[src/hdl/bisr_pkg.sv]
package bisr_pkg;

  localparam int ADDR_W = 12;
  localparam int DATA_W = 32;

  ////////////////////////////////////////////////////////////////////////////
  // Register offsets (byte addresses, one aligned word each)
  localparam logic [11:0] OFS_CAP_INFO = 12'h130;
  localparam logic [11:0] OFS_STAT_CTRL = 12'h134;
  localparam logic [11:0] OFS_CAUSE = 12'h138;
  localparam logic [11:0] OFS_MASK = 12'h13C;
  localparam logic [11:0] OFS_HOST_FIRST = 12'h148;
  localparam logic [11:0] OFS_HOST_LAST = 12'h15C;

  ////////////////////////////////////////////////////////////////////////////
  // Capability word fields
  localparam int CAP_SECOND_RATE_BIT = 0;
  localparam int CAP_HOST_PORT_BIT = 1;
  localparam int CAP_UPCONFIG_BIT = 2;
  localparam int CAP_BUS_BITS_LSB = 16;
  localparam int CAP_BUS_BITS_W = 3;
  localparam logic [4:0] CFG_WINDOW_BASE_BITS = 5'h14;

  ////////////////////////////////////////////////////////////////////////////
  // Status and control word fields
  localparam int SC_PENDING_BIT = 0;
  localparam int SC_GLOBAL_DIS_BIT = 8;
  localparam int SC_CLR_WRITABLE_BIT = 16;
  localparam int SC_RO_WRITABLE_BIT = 17;
  localparam logic [31:0] SC_WRITABLE_MASK = 32'h0003_0100;
  localparam logic [31:0] SC_RESET = 32'h0000_0000;

  ////////////////////////////////////////////////////////////////////////////
  // Interrupt cause and mask fields
  localparam int CAUSE_ERR_COR_BIT = 9;
  localparam int CAUSE_ERR_NONFATAL_BIT = 10;
  localparam int CAUSE_ERR_FATAL_BIT = 11;
  localparam logic [31:0] CAUSE_IMPL_MASK = 32'h1FF3_0FEF;
  localparam logic [31:0] CAUSE_ERR_MSG_MASK = 32'h0000_0E00;
  localparam logic [31:0] CAUSE_RESET = 32'h0000_0000;
  localparam logic [31:0] MASK_RESET = 32'h0000_0000;
  localparam logic [31:0] ZERO_WORD = 32'h0000_0000;

  // Word-aligned match; the two byte bits are ignored
  function automatic logic addr_hit(input logic [11:0] addr, input logic [11:0] ofs);
    addr_hit = (addr[11:2] == ofs[11:2]);
  endfunction

  function automatic logic addr_in_range(input logic [11:0] addr, input logic [11:0] lo,
                                         input logic [11:0] hi);
    addr_in_range = (addr[11:2] >= lo[11:2]) && (addr[11:2] <= hi[11:2]);
  endfunction

endpackage

[src/hdl/bisr_cause.sv]
`timescale 1ns/1ps
module bisr_cause (
  input wire logic clk_in,
  input wire logic rst_in,
  input wire logic [31:0] event_in,
  input wire logic wr_in,
  input wire logic [31:0] wdata_in,
  input wire logic raw_write_in,
  input wire logic err_queue_empty_in,
  output logic [31:0] cause_out
);

  typedef struct packed {
    logic [31:0] cause;
  } bisr_cause_st_t;

  bisr_cause_st_t st_q;
  bisr_cause_st_t st_d;

  always_comb
  begin
    logic [31:0] clr;
    logic [31:0] base;
    clr = wdata_in & bisr_pkg::CAUSE_IMPL_MASK;
    // Error-message causes only clear once the host error queue is drained
    if (!err_queue_empty_in)
    begin
      clr = clr & ~bisr_pkg::CAUSE_ERR_MSG_MASK;
    end
    base = st_q.cause;
    if (wr_in)
    begin
      if (raw_write_in)
      begin
        base = wdata_in & bisr_pkg::CAUSE_IMPL_MASK;
      end
      else
      begin
        base = st_q.cause & ~clr;
      end
    end
    st_d = st_q;
    // Set wins over clear, so no event is lost in a clearing cycle
    st_d.cause = base | (event_in & bisr_pkg::CAUSE_IMPL_MASK);
  end

  always_ff @(posedge clk_in)
  begin
    if (rst_in)
    begin
      st_q.cause <= bisr_pkg::CAUSE_RESET;
    end
    else
    begin
      st_q <= st_d;
    end
  end

  assign cause_out = st_q.cause;

endmodule

[src/hdl/bisr_regs.sv]
// Operation
// - Capability word fixed at build, writes ignored
// - Capability bit 0 shows second-rate support
// - Capability bit 1 shows host port, enables registers
// - Capability bit 2 shows upward width reconfiguration
// - Bits 18:16 give config window bus bits
// - Status bit 0 pending flag reads zero
// - Global disable blocks interrupt, causes still set
// - Control bit 16 makes clear-bits directly writable
// - Control bit 17 opens read-only registers for writing; here it only drives READONLY_WRITABLE_OUT
// - Write one clears cause, error causes only once the error queue is empty
// - Cause drives interrupt only when mask set
// - Error causes at bits 9, 10, 11
// - Mask one enables cause, resets to zero
//
// Design decision made here: the plain strobed port.
`timescale 1ns/1ps
module bisr_regs #(
  parameter bit SECOND_RATE_CAPABLE = 1'b0,
  parameter bit HOST_PORT = 1'b0,
  parameter bit UPCONFIG_CAPABLE = 1'b0,
  parameter logic [3:0] CONFIG_WINDOW_BUS_BITS = 4'h0
) (
  input wire logic REF_CLK_IN,
  input wire logic SYS_RST_IN,
  input wire logic [11:0] ADDR_IN,
  input wire logic [31:0] WDATA_IN,
  input wire logic WR_IN,
  input wire logic RD_IN,
  output logic [31:0] RDATA_OUT,
  output logic IRQ_OUT,
  input wire logic [31:0] CAUSE_EVENT_IN,
  input wire logic ERR_QUEUE_EMPTY_IN,
  output logic [11:0] HOST_REGS_ADDR_OUT,
  output logic [31:0] HOST_REGS_WDATA_OUT,
  output logic HOST_REGS_WR_OUT,
  output logic HOST_REGS_RD_OUT,
  input wire logic [31:0] HOST_REGS_RDATA_IN,
  output logic READONLY_WRITABLE_OUT,
  output logic [4:0] CONFIG_WINDOW_ADDR_BITS_OUT
);

  ////////////////////////////////////////////////////////////////////////////
  // State

  typedef struct packed {
    logic [31:0] rdata;
    logic irq;
    logic [31:0] stat_ctrl;
    logic [31:0] mask;
  } bisr_regs_st_t;

  bisr_regs_st_t st_q;
  bisr_regs_st_t st_d;

  logic [31:0] cause;
  logic [31:0] cap_word;
  logic hit_cap;
  logic hit_sc;
  logic hit_cause;
  logic hit_mask;
  logic hit_host;
  logic cause_wr;

  ////////////////////////////////////////////////////////////////////////////
  // Capability word, constant for the life of the build

  function automatic logic [31:0] build_cap_word();
    logic [31:0] w;
    w = bisr_pkg::ZERO_WORD;
    w[bisr_pkg::CAP_SECOND_RATE_BIT] = SECOND_RATE_CAPABLE;
    w[bisr_pkg::CAP_HOST_PORT_BIT] = HOST_PORT;
    w[bisr_pkg::CAP_UPCONFIG_BIT] = UPCONFIG_CAPABLE;
    // Field is three bits wide, so a count of 8 wraps to zero here
    w[bisr_pkg::CAP_BUS_BITS_LSB +: bisr_pkg::CAP_BUS_BITS_W] =
      CONFIG_WINDOW_BUS_BITS[2:0];
    build_cap_word = w;
  endfunction

  function automatic logic [4:0] window_addr_bits(input logic [3:0] bus_bits);
    if (bus_bits == 4'h0)
    begin
      window_addr_bits = 5'h00;
    end
    else
    begin
      window_addr_bits = bisr_pkg::CFG_WINDOW_BASE_BITS + {1'b0, bus_bits};
    end
  endfunction

  assign cap_word = build_cap_word();
  assign CONFIG_WINDOW_ADDR_BITS_OUT = window_addr_bits(CONFIG_WINDOW_BUS_BITS);

  ////////////////////////////////////////////////////////////////////////////
  // Address decode

  assign hit_cap = bisr_pkg::addr_hit(ADDR_IN, bisr_pkg::OFS_CAP_INFO);
  assign hit_sc = bisr_pkg::addr_hit(ADDR_IN, bisr_pkg::OFS_STAT_CTRL);
  assign hit_cause = bisr_pkg::addr_hit(ADDR_IN, bisr_pkg::OFS_CAUSE);
  assign hit_mask = bisr_pkg::addr_hit(ADDR_IN, bisr_pkg::OFS_MASK);
  // Host-port window only exists in a host-port build
  assign hit_host = HOST_PORT &&
    bisr_pkg::addr_in_range(ADDR_IN, bisr_pkg::OFS_HOST_FIRST,
                            bisr_pkg::OFS_HOST_LAST);

  assign cause_wr = WR_IN && hit_cause;

  // Host-port registers live outside; strobes pass through on a hit
  assign HOST_REGS_ADDR_OUT = ADDR_IN;
  assign HOST_REGS_WDATA_OUT = WDATA_IN;
  assign HOST_REGS_WR_OUT = WR_IN && hit_host;
  assign HOST_REGS_RD_OUT = RD_IN && hit_host;

  ////////////////////////////////////////////////////////////////////////////
  // Interrupt cause bank

  bisr_cause u_cause (
    .clk_in(REF_CLK_IN),
    .rst_in(SYS_RST_IN),
    .event_in(CAUSE_EVENT_IN),
    .wr_in(cause_wr),
    .wdata_in(WDATA_IN),
    .raw_write_in(st_q.stat_ctrl[bisr_pkg::SC_CLR_WRITABLE_BIT]),
    .err_queue_empty_in(ERR_QUEUE_EMPTY_IN),
    .cause_out(cause)
  );

  ////////////////////////////////////////////////////////////////////////////
  // Next state

  always_comb
  begin
    logic [31:0] masked;
    masked = cause & st_q.mask;
    st_d = st_q;

    if (WR_IN && hit_sc)
    begin
      // Pending flag and reserved bits stay zero
      st_d.stat_ctrl = WDATA_IN & bisr_pkg::SC_WRITABLE_MASK;
    end
    if (WR_IN && hit_mask)
    begin
      st_d.mask = WDATA_IN & bisr_pkg::CAUSE_IMPL_MASK;
    end

    // One cycle of latency in exchange for a glitch-free line
    st_d.irq = (|masked) && !st_q.stat_ctrl[bisr_pkg::SC_GLOBAL_DIS_BIT];

    // Read data stand only in the cycle after the strobe
    st_d.rdata = bisr_pkg::ZERO_WORD;
    if (RD_IN)
    begin
      if (hit_cap)
      begin
        st_d.rdata = cap_word;
      end
      else if (hit_sc)
      begin
        st_d.rdata = st_q.stat_ctrl;
      end
      else if (hit_cause)
      begin
        st_d.rdata = cause;
      end
      else if (hit_mask)
      begin
        st_d.rdata = st_q.mask;
      end
      else if (hit_host)
      begin
        st_d.rdata = HOST_REGS_RDATA_IN;
      end
      else
      begin
        st_d.rdata = bisr_pkg::ZERO_WORD;
      end
    end
  end

  ////////////////////////////////////////////////////////////////////////////
  // Registers

  always_ff @(posedge REF_CLK_IN)
  begin
    if (SYS_RST_IN)
    begin
      st_q.rdata <= bisr_pkg::ZERO_WORD;
      st_q.irq <= 1'b0;
      st_q.stat_ctrl <= bisr_pkg::SC_RESET;
      st_q.mask <= bisr_pkg::MASK_RESET;
    end
    else
    begin
      st_q <= st_d;
    end
  end

  assign RDATA_OUT = st_q.rdata;
  assign IRQ_OUT = st_q.irq;
  // Read-only override is honoured by the apertures outside this bank
  assign READONLY_WRITABLE_OUT = st_q.stat_ctrl[bisr_pkg::SC_RO_WRITABLE_BIT];

endmodule

[config.mk]
export PLATFORM = sky130hd
export DESIGN_NAME = bisr_regs
export DESIGN_NICKNAME = d
export VERILOG_FILES = /design/src/hdl/bisr_pkg.sv /design/src/hdl/bisr_cause.sv /design/src/hdl/bisr_regs.sv
export SDC_FILE = /design/constraint.sdc
export NUM_CORES = 1
export LEC_CHECK = 0
export BUFFER_PORTS_ARGS = -buffer_cell sky130_fd_sc_hd__buf_2
export CAP_MARGIN = 5
export CORE_UTILIZATION = 48
export CTS_CLUSTER_DIAMETER = 30
export DETAILED_ROUTE_END_ITERATION = 8
export PLACE_DENSITY = 0.86
export SETUP_SLACK_MARGIN = 0.05
export SYNTH_ARGS = -nofsm -noshare
export SYNTH_HDL_FRONTEND = slang
export SYNTH_SLANG_ARGS = --single-unit
[constraint.sdc]
create_clock -name REF_CLK_IN -period 3.08 [get_ports REF_CLK_IN]
set_input_delay 0.154 -clock REF_CLK_IN [delete_from_list [all_inputs] [get_ports REF_CLK_IN]]
set_output_delay 0.154 -clock REF_CLK_IN [all_outputs]
set_load 0.01 [all_outputs]
==> summary.txt, run 1 <==
Floorplan
  • # IOs: 198
  • Die width: 87.6 um
  • Row Count: 30
  • Die Ht: 87.6 um
  • Core ar.: 6940 um2
  • Starting Density: 50.7%
  • Die Footprint: 7680 um2

Placement
  • DP Cell Count: 556
  • Detailed placement HPWL: 5.62 mm
  • Port bufs: 115
  • Final GP Congestion: 0.822

Cells and area
  • Synth-to-layout area growth: 8.14%
  • Post-route insts no fill: 571
  • Fillers: 643
  • Nets: 584
  • Antenna Cells: 0
  • FF+latch area: 1440 um2
  • Share of layout cells above drive strength 1: 30.3%
  • Area of the multi-input gates: 1380 um2

Global route
  • Gr ovfl total: 0
  • All-Layer GR Usage: a little over a fifth
  • Global-route wire length before repair: 12.5 mm
  • Pin count of the biggest net entering global routing: 51
  • Number of global-route vias before repair: between 2000 and 3000
  • Initial antenna violation count: 0

Run status
  • Outcome: complete, no violations

Critical path
  • CP max FO: 12
  • Nature of the critical path endpoint: register
  • Crit Path Class: in2reg
  • Critical Path RT: 3350 ps
  • WP data arrival: approximately 2200 ps
  • Setup crit start kind: input pin

STA
  • Setup violators final: 0
  • Slew Limit Fails: 0
  • Hold Fails Final Rpt: 0
  • Max Clk Rate: 526 MHz
  • Tcrit/Tclk final: between 60 and 70%
  • Worst Max-Slew Pin Slew: 873 ps
  • Tmin final: 1900 ps
  • Worst slew margin: between 40% and 50%
  • Skew final: 9.56 ps
  • RSZ-0062 raised after global routing: false
  • TNS Setup: 0 ps

Yosys
  • FF+latch count, synth: 72
  • Post-synth cell types: 33
  • XOR/XNOR share of the synthesized area: 0%
  • Synth area leader: dfxtp_1
  • Syn avg cell area: 8.24 um2
  • Mux share of post-synthesis cell area: 2.35%
  • Synth area leaders: dfxtp_1 (41%), buf_4 (18%), a21oi_1 (9.0%)
  • Post-Syn Instances: roughly 430
  • Adder-cell area share of the yosys netlist: 0%
  • Register area share after synthesis: 41.0%
  • Most common cell in the synthesized netlist: buf_4
  • Most common library cells after synthesis: buf_4 (84), dfxtp_1 (72), a21oi_1 (63)
  • Async SR Flop Fraction: 0%
  • Synthesized area: 3520 um2
  • Area fraction in compound gates after synthesis: 20.0%
  • EDFF count, synth: 0
  • Main combinational cell family by area after synthesis: buffers and inverters
  • Warnings, synthesis: 0
  • Simple-gate share of the synthesized area: 15.1%
  • Area share of the largest cell type after synthesis: about two fifths
  • Top_reg_cell synth: dfxtp_1

Route
  • Routed wire per std cell: roughly 14 um
  • Pre-antenna DRT Iters: 4
  • DR DRC count: 0
  • Via density: 5.22
  • Drt total wl: ~8.3 mm
  • Drt initial violations: 210
  • Remaining antenna violation count after routing: 0
  • Vias post-DR: 2983

CTS
  • CTS Buffer Depth: 2
  • CTS Hold Bufs: 0
  • Post-CTS Setup Inserts: 0
  • Clk Latency, worst-skew pair: 350 ps
  • H-tree Lvls: 3
  • CTS clk-pin slew, worst paths: 80 ps
  • Root Driver: clkbuf_8
  • Clock Sink Count: 72
  • CTS tree: yes
  • # resized after CTS: 0
  • CTS Buf Count: 9

Hold path
  • Hold Crit Class: in2reg

Job
  • Max-capacitance violation count: 0

Power
  • P_leak: 1.64 nW
  • PD cells: 507 nW/um2
  • Peak supply drop: 190 uV
## routing by layer
layer	GRT usage, %	vias to the layer above	part of all wire (%)
met5	0	-	0
met4	12.1	0	1.8
met3	3.58	18	8.3
met2	37.6	154	50
met1	24.9	1361	40
li1	-	1450	-
## power breakdown
part	leakage, nW	switching, mW	total (mW)	internal (mW)
clock network	0.101	0.353	0.802	0.448
logic	0.953	0.0937	0.161	0.0672
registers	0.587	0.0153	0.966	0.951
total	1.64	0.462	1.93	1.47
## critical path, stage by stage
cell     delay, ps
buf_2          110
nor4b_1        770
and3_1         600
buf_4          300
nand2_1         80
a21oi_1        150
## cells in the final DEF (no fill, tap or decap), drive strengths merged
cell type  netlist  routed
and3             4       4
nand2b           1       1
a22o             2       2
or4b             1       1
nand3b           1       1
clkinv           0       2
buf             92     123
a22oi           28      28
mux2i            6       6
nor2b            4       4
mux2             2       2
o21ai           21      21
clkbuf          13       9
and4             1       1
nor2            45      45
nor3             2       2
conb             1      16
dfxtp           72      72
a311oi           1       1
nand4bb          1       1
inv              5       5
nor4bb           1       1
a221oi           3       3
clkinvlp         0       2
nor4             2       2
bufinv           0       2
o22ai            3       3
nand2           48      48
nand3            1       1
nand4            2       2
a21oi           63      63
nor4b            1       1
## path summary, 6_finish.rpt
| kind | slack, ps | depth (start not counted) | start | end |
|---|---|---|---|---|
| hold / removal | 30 | 3 | CAUSE_EVENT_IN[11] | u_cause.cause_out[11]$_SDFF_PP0_ |
| hold reg to reg | 460 | 1 | st_q[40]$_SDFFE_PP0P_ | IRQ_OUT$_SDFF_PP0_ |
| setup reg to reg | 1740 | 5 | st_q[48]$_SDFFE_PP0P_ | u_cause.cause_out[25]$_SDFF_PP0_ |
| setup / recovery | 1180 | 6 | ADDR_IN[9] | st_q[28]$_SDFFE_PP0P_ |
## logic make-up after synthesis
kind of cell / count (synthesis)
buffers and inverters: 110
and+or+nand+nor: 115
DFF: 72
AOI/OAI and AO/OA: 121
muxes: 8
other: 1
## flip-flops by register name, indices dropped and copies added (netlist names)
register,count
IRQ_OUT,1
READONLY_WRITABLE_OUT,1
u_cause.cause_out,23
st_q,24
RDATA_OUT,23
## area by class of cell
class	count	area share (%)
clock buffers	9	3.26
clock inverters	6	2.24
well taps	96	3.16
flip-flops and latches	72	37.9
repair buffers	123	16.7
inverters	5	0.493
multi-input cells	260	36.3
## through the flow
step / util [%] / setup slack (ps) / cell area [um2] / power [mW] / hold slack, ps
6_report: 54.8 / 1180 / 3800 / 1.93 / 34.8
5_1_grt: 54.8 / 944 / 3800 / 2.00 / 41.5
4_1_cts: 54.8 / 1210 / 3800 / 1.94 / 31.2
3_5_place_dp: 51.8 / 845 / 3600 / 1.15 / 308
3_3_place_gp: 51.8 / 893 / 3600 / 1.14 / 308
2_1_floorplan: - / 1540 / 3570 / 1.12 / 283
(Power assumes the default switching activity.)
==> inputs of run 2 (changes only) <==
--- a/config.mk
+++ b/config.mk
@@ -7,10 +7,10 @@
 export LEC_CHECK = 0
 export BUFFER_PORTS_ARGS = -buffer_cell sky130_fd_sc_hd__buf_2
 export CAP_MARGIN = 5
-export CORE_UTILIZATION = 48
+export CORE_UTILIZATION = 40
 export CTS_CLUSTER_DIAMETER = 30
 export DETAILED_ROUTE_END_ITERATION = 8
-export PLACE_DENSITY = 0.86
+export PLACE_DENSITY = 0.76
 export SETUP_SLACK_MARGIN = 0.05
 export SYNTH_ARGS = -nofsm -noshare
 export SYNTH_HDL_FRONTEND = slang
==> constraint.sdc (replaced) <==
create_clock -name REF_CLK_IN -period 1.5 [get_ports REF_CLK_IN]
set_input_delay 0.075 -clock REF_CLK_IN [delete_from_list [all_inputs] [get_ports REF_CLK_IN]]
set_output_delay 0.075 -clock REF_CLK_IN [all_outputs]
set_load 0.01 [all_outputs]
==> run 2 against run 1 <==
  * Via count up 7.5%
  * Highest routed layer unchanged
  * Largest cell class unchanged
  * Combinational power rose to 2.6 times the previous value
  * Critical path depth down 2
  * Count of clock-buffer cells in the layout unchanged
==> summary.txt, run 2 (same netlist as run 1, synthesis figures left out) <==
Placement
  • Detailed placement HPWL: 6.05 mm
  • Final GP Congestion: 0.803
  • Port bufs: 115
  • DP Cell Count: 575
  • Dpl cell area: 3740 um2
  • Worst slack at placement: -85.9 ps

Global route
  • All-Layer GR Usage: 20.5%
  • Gr ovfl total: 0
  • Global-route wire length before repair: 14.1 mm
  • Initial antenna violation count: 0
  • Pin count of the biggest net entering global routing: 50
  • Number of global-route vias before repair: 2966

STA
  • Hold_ws: ~12 ps
  • Setup violators final: 0
  • Tmin final: around 1300 ps
  • Hold Fails Final Rpt: 0
  • RSZ-0062 raised after global routing: false
  • Skew final: 6.79 ps
  • Slew Limit Fails: 0
  • TNS Setup: 0 ps
  • Tcrit/Tclk final: around 88%
  • Worst Max-Slew Pin Slew: 525 ps
  • Final setup margin: 183 ps
  • Worst slew margin: 65.0%
  • Max Clk Rate: 759 MHz

Cells and area
  • Nets: 626
  • Most common cell after layout, fill and taps aside: buf_2
  • Post-route insts no fill: 622
  • Share of layout cells above drive strength 1: 30.0%
  • FF+latch area: about 1400 um2
  • Antenna Cells: 0
  • Fin area: 4290 um2
  • Area of the multi-input gates: around 1400 um2
  • Fillers: 811
  • Synth-to-layout area growth: 22.0%
  • Top reg by flops: st_q
  • Largest register FFs: 24
  • Most frequent cells in the layout: buf_2 (115), dfxtp_1 (72), a21oi_1 (63), nand2_1 (48), nor2_1 (45)
  • Fin util: 51.2%

Route
  • DR DRC count: 0
  • Via density: slightly above 5
  • Routed wire per std cell: 14.7 um
  • Remaining antenna violation count after routing: 0
  • Pre-antenna DRT Iters: 5
  • Vias post-DR: 3206
  • Drt initial violations: 164
  • Drt total wl: 9.17 mm

CTS
  • # resized after CTS: 0
  • CTS Buffer Depth: 2
  • Clock Sink Count: 72
  • CTS Buf Count: 9
  • H-tree Lvls: 3
  • CTS tree: yes
  • Root Driver: clkbuf_8
  • CTS clk-pin slew, worst paths: 80 ps
  • Clk Latency, worst-skew pair: 350 ps

Floorplan
  • Row Count: 33
  • Core ar.: 8380 um2
  • # IOs: 198
  • Starting Density: 42.0%
  • Die Footprint: 9170 um2
  • Die Ht: between 90 and 100 um
  • Die width: 95.8 um

Critical path
  • Nature of the critical path endpoint: register
  • Setup crit start kind: register
  • WP data arrival: 1530 ps
  • Crit path launch: u_cause.cause_out[20]$_SDFF_PP0_
  • CP max FO: 3
  • Critical Path RT: 1710 ps
  • Reg2reg start: u_cause.cause_out[20]$_SDFF_PP0_
  • Crit Path Class: reg2reg

Power
  • Net Sw Power: just under 1 mW
  • Gate power share: 9.9%
  • Power Total: 4.21 mW
  • PD cells: 982 nW/um2
  • Sw Ratio: 22.8%
  • Peak supply drop: between 500 and 600 uV
  • Sequential share of power: 47.1%
  • P_leak: ~1.9 nW
  • Clk pwr share: 42.9%
  • Cell-internal power: ~3.2 mW

Hold path
  • Hold Crit Class: in2reg
  • Hold Crit Start: CAUSE_EVENT_IN[0]

Run status
  • Outcome: complete, no violations

Job
  • Max-capacitance violation count: 0
-- run 2: changes by cell type in the layout (fill, tap and decap cells not counted) --
cell,change
bufinv_16,+1
buf_4,+6
dlygate4sd3_1,+32
buf_12,+4
nor4b_2,+1
clkinv_4,+1
clkinvlp_4,-2
nor4b_1,-1
-- run 2: cell type report --
class | instances | area share [%]
Tap cell | 105 | 3.06
Inverter | 5 | 0.437
Multi-Input combinational cell | 260 | 32.3
Sequential cell | 72 | 33.6
Clock inverter | 6 | 2.54
Clock buffer | 9 | 2.89
Timing Repair Buffer | 165 | 25.2
-- run 2: power groups by stage --
stage          Combinational (mW)  Clock (mW)  Sequential (mW)
2_1_floorplan               0.283           0             2.02
3_5_place_dp                0.349           0             2.03
3_3_place_gp                0.341           0             2.03
6_report                    0.417        1.81             1.99
4_1_cts                     0.413        1.83             1.99
5_1_grt                     0.463        1.93             1.99
-- run 2: worst max-delay path, cell delays in order (launching register included) --
cell      delay [ps]
dfxtp_1          330
a22o_1           240
a221oi_1         280
and3_1           230
a311oi_1         100
-- run 2: worst paths after layout --
path | end | slack, ps | cells past startpoint
max | IRQ_OUT$_SDFF_PP0_ | 180 | 4
min | u_cause.cause_out[0]$_SDFF_PP0_ | 10 | 3
max reg2reg | IRQ_OUT$_SDFF_PP0_ | 180 | 4
min reg2reg | IRQ_OUT$_SDFF_PP0_ | 470 | 1
-- run 2: routing by layer --
metal  vias up  track usage [%]  part of all wire, %
met5         -                0                    0
met4         0             9.83                  1.9
met3        19             4.34                  7.2
met2       157             35.6                   49
met1      1494             24.1                   42
li1       1536                -                    -
-- run 2: timing repair --
item / CTS / global route
buffers inserted: 0 / 0
hold buffers: 31 / 1
hold endpoints to repair: 31 / 1
==> inputs of run 3 (changes only) <==
--- a/config.mk
+++ b/config.mk
@@ -5,12 +5,13 @@
 export SDC_FILE = /design/constraint.sdc
 export NUM_CORES = 1
 export LEC_CHECK = 0
+export ABC_AREA = 1
 export BUFFER_PORTS_ARGS = -buffer_cell sky130_fd_sc_hd__buf_2
 export CAP_MARGIN = 5
-export CORE_UTILIZATION = 40
+export CORE_UTILIZATION = 51
 export CTS_CLUSTER_DIAMETER = 30
 export DETAILED_ROUTE_END_ITERATION = 8
-export PLACE_DENSITY = 0.76
+export PLACE_DENSITY = 0.87
 export SETUP_SLACK_MARGIN = 0.05
 export SYNTH_ARGS = -nofsm -noshare
 export SYNTH_HDL_FRONTEND = slang
==> constraint.sdc (replaced) <==
create_clock -name REF_CLK_IN -period 1.55 [get_ports REF_CLK_IN]
set_input_delay 0.0775 -clock REF_CLK_IN [delete_from_list [all_inputs] [get_ports REF_CLK_IN]]
set_output_delay 0.0775 -clock REF_CLK_IN [all_outputs]
set_load 0.01 [all_outputs]
==> run 3 against run 2 <==
  * Core utilization up 5.7 points
  * Sequential power down 3%
  * Combinational power up 5.3%
  * Final cell count up 24%
  * Register-to-register slack better by 140 ps
  * Synthesized area up 20%
  * Synthesized cell count up 46%
  * Die area down 6.0%
  * Critical endpoint is now st_q[22]$_SDFFE_PP0P_
  * Largest cell class is now multi-input gates
==> summary.txt, run 3 <==
STA
  • Slew Limit Fails: 0
  • Hold Fails Final Rpt: 0
  • Tcrit/Tclk final: roughly 80%
  • Tmin final: 1240 ps
  • Skew final: a little over 9 ps
  • RSZ-0062 raised after global routing: false
  • Setup violators final: 0
  • Hold_ws: 8.03 ps
  • Max Clk Rate: 805 MHz
  • TNS Setup: 0 ps

Yosys
  • Simple-gate share of the synthesized area: between 30% and 40%
  • EDFF count, synth: 0
  • Most common cell in the synthesized netlist: nand2_1
  • Synthesized area: 4210 um2
  • Mux share of post-synthesis cell area: 0%
  • Async SR Flop Fraction: 0%
  • Warnings, synthesis: 0
  • Adder-cell area share of the yosys netlist: 0%
  • Register area share after synthesis: 34.2%
  • Main combinational cell family by area after synthesis: simple AND/OR/NAND/NOR gates
  • Synth area leader: dfxtp_1
  • Most common library cells after synthesis: nand2_1 (150), buf_4 (87), dfxtp_1 (72)
  • Top_reg_cell synth: dfxtp_1
  • FF+latch count, synth: 72
  • Area fraction in compound gates after synthesis: 5.49%
  • Syn avg cell area: 6.77 um2
  • Post-synth cell types: 27
  • XOR/XNOR share of the synthesized area: 0%
  • Area share of the largest cell type after synthesis: 34.2%
  • Synth area leaders: dfxtp_1 (34%), buf_4 (16%), nand2_1 (13%)
  • Post-Syn Instances: a little over 600

Hold path
  • WHS Path Cells: 5
  • Hold Crit Class: in2reg

Cells and area
  • Antenna Cells: 0
  • FF+latch area: 1440 um2
  • Most common cell after layout, fill and taps aside: nand2_1
  • Synth-to-layout area growth: 6.09%
  • Area of the multi-input gates: 1810 um2
  • Nets: 775
  • Fillers: 789
  • Largest register FFs: 24
  • Top reg by flops: st_q
  • Most frequent cells in the layout: nand2_1 (150), buf_2 (115), dfxtp_1 (72), nor2_1 (65), inv_1 (60)
  • Share of layout cells above drive strength 1: a little under a quarter

Floorplan
  • Row Count: 32
  • # IOs: 198
  • Die Ht: 92.9 um
  • Core ar.: 7850 um2
  • Die Footprint: 8630 um2
  • Die width: 92.9 um
  • Starting Density: between 50 and 60%

CTS
  • Clock Sink Count: between 70 and 80
  • CTS Buf Count: 9
  • CTS tree: yes
  • CTS Buffer Depth: 2
  • CTS clk-pin slew, worst paths: 80 ps
  • Post-CTS Setup Inserts: 0
  • # resized after CTS: 0
  • Clk Latency, worst-skew pair: 350 ps
  • H-tree Lvls: 3
  • Root Driver: clkbuf_8
  • CTS Hold Bufs: 0

Route
  • Drt total wl: roughly 10 mm
  • Pre-antenna DRT Iters: 5
  • Remaining antenna violation count after routing: 0
  • DR DRC count: 0
  • Drt initial violations: 348
  • Vias post-DR: 4041
  • Routed wire per std cell: ~14 um
  • Via density: 5.25

Global route
  • Gr ovfl total: 0
  • Initial antenna violation count: 0
  • Global-route wire length before repair: 16.5 mm
  • Number of global-route vias before repair: about 3700
  • All-Layer GR Usage: 24.2%
  • Pin count of the biggest net entering global routing: 50

Critical path
  • CP peak stage delay: 400 ps
  • Cells along the critical path: buf_2, inv_1, nor2_1, nand2_1, nor2_4, nand3b_4, inv_2, nor2_1, nor2_1
  • Slowest-stage cell, CP: inv_2
  • Crit Path Class: in2reg
  • Critical Path RT: roughly 1800 ps
  • CP dominant cell by count: nor2_1
  • CP max FO: 22
  • Setup crit start kind: input pin
  • FF-to-FF path depth: 8
  • WP data arrival: 1520 ps
  • Nature of the critical path endpoint: register

Run status
  • Outcome: complete, no violations

Power
  • PD cells: 825 nW/um2
  • P_leak: 2.37 nW
  • Peak supply drop: 581 uV

Job
  • Max-capacitance violation count: 0

Placement
  • Port bufs: around 120
  • Final GP Congestion: 0.827
  • Detailed placement HPWL: 6.96 mm
## run 3: path summary, 6_finish.rpt
check / start / slack [ps] / end
min: CAUSE_EVENT_IN[3] / 8 / u_cause.cause_out[3]$_SDFF_PP0_
min reg2reg: u_cause.cause_out[4]$_SDFFE_PP0N_ / 470 / RDATA_OUT[4]$_SDFF_PP0_
max reg2reg: st_q[48]$_SDFFE_PP0P_ / 320 / u_cause.cause_out[7]$_SDFF_PP0_
max: ADDR_IN[8] / 310 / st_q[22]$_SDFFE_PP0P_
## run 3: kinds of logic (layout without fill, tap and decap cells)
kind of cell / count (synthesis) / after routing
DFF: 72 / 72
and+or+nand+nor: 328 / 328
other: 1 / 16
AOI/OAI and AO/OA: 45 / 45
buffers and inverters: 176 / 206
## run 3: metrics by stage
step           util [%]  worst slack, ps  cells  power, mW  cell area [um2]
6_report           57.0              308    769       3.69             4470
5_1_grt            57.0              123    769       3.83             4470
4_1_cts            57.0              335    769       3.69             4470
3_5_place_dp       54.8            -17.5    753       2.41             4300
3_3_place_gp       54.8             63.7    753       2.39             4300
2_1_floorplan         -              361    637       2.33             4270
## run 3: final cells by class
cell class / count / share of cell area [%]
multi-input cells: 389 / 40.5
flip-flops and latches: 72 / 32.3
repair buffers: 128 / 15.3
inverters: 62 / 5.21
clock buffers: 10 / 3.08
well taps: 102 / 2.86
clock inverters: 6 / 0.784
## run 3: where the power goes
part           switching [mW]  internal (mW)
clock network           0.704          0.612
registers              0.0429           1.89
logic                   0.268          0.170
## run 3: critical path: cells and delay by family
family	cells	cell delay (ps)
and+or+nand+nor	6	900
buffers and inverters	3	540
## run 3: metal layers
metal  vias to the layer above  track usage (%)  part of all wire (%)
met5                         -                0                     0
met4                         0             10.5                   2.0
met3                        33             4.76                    10
met2                       233             42.3                    49
met1                      1832             28.5                    38
li1                       1943                -                     -
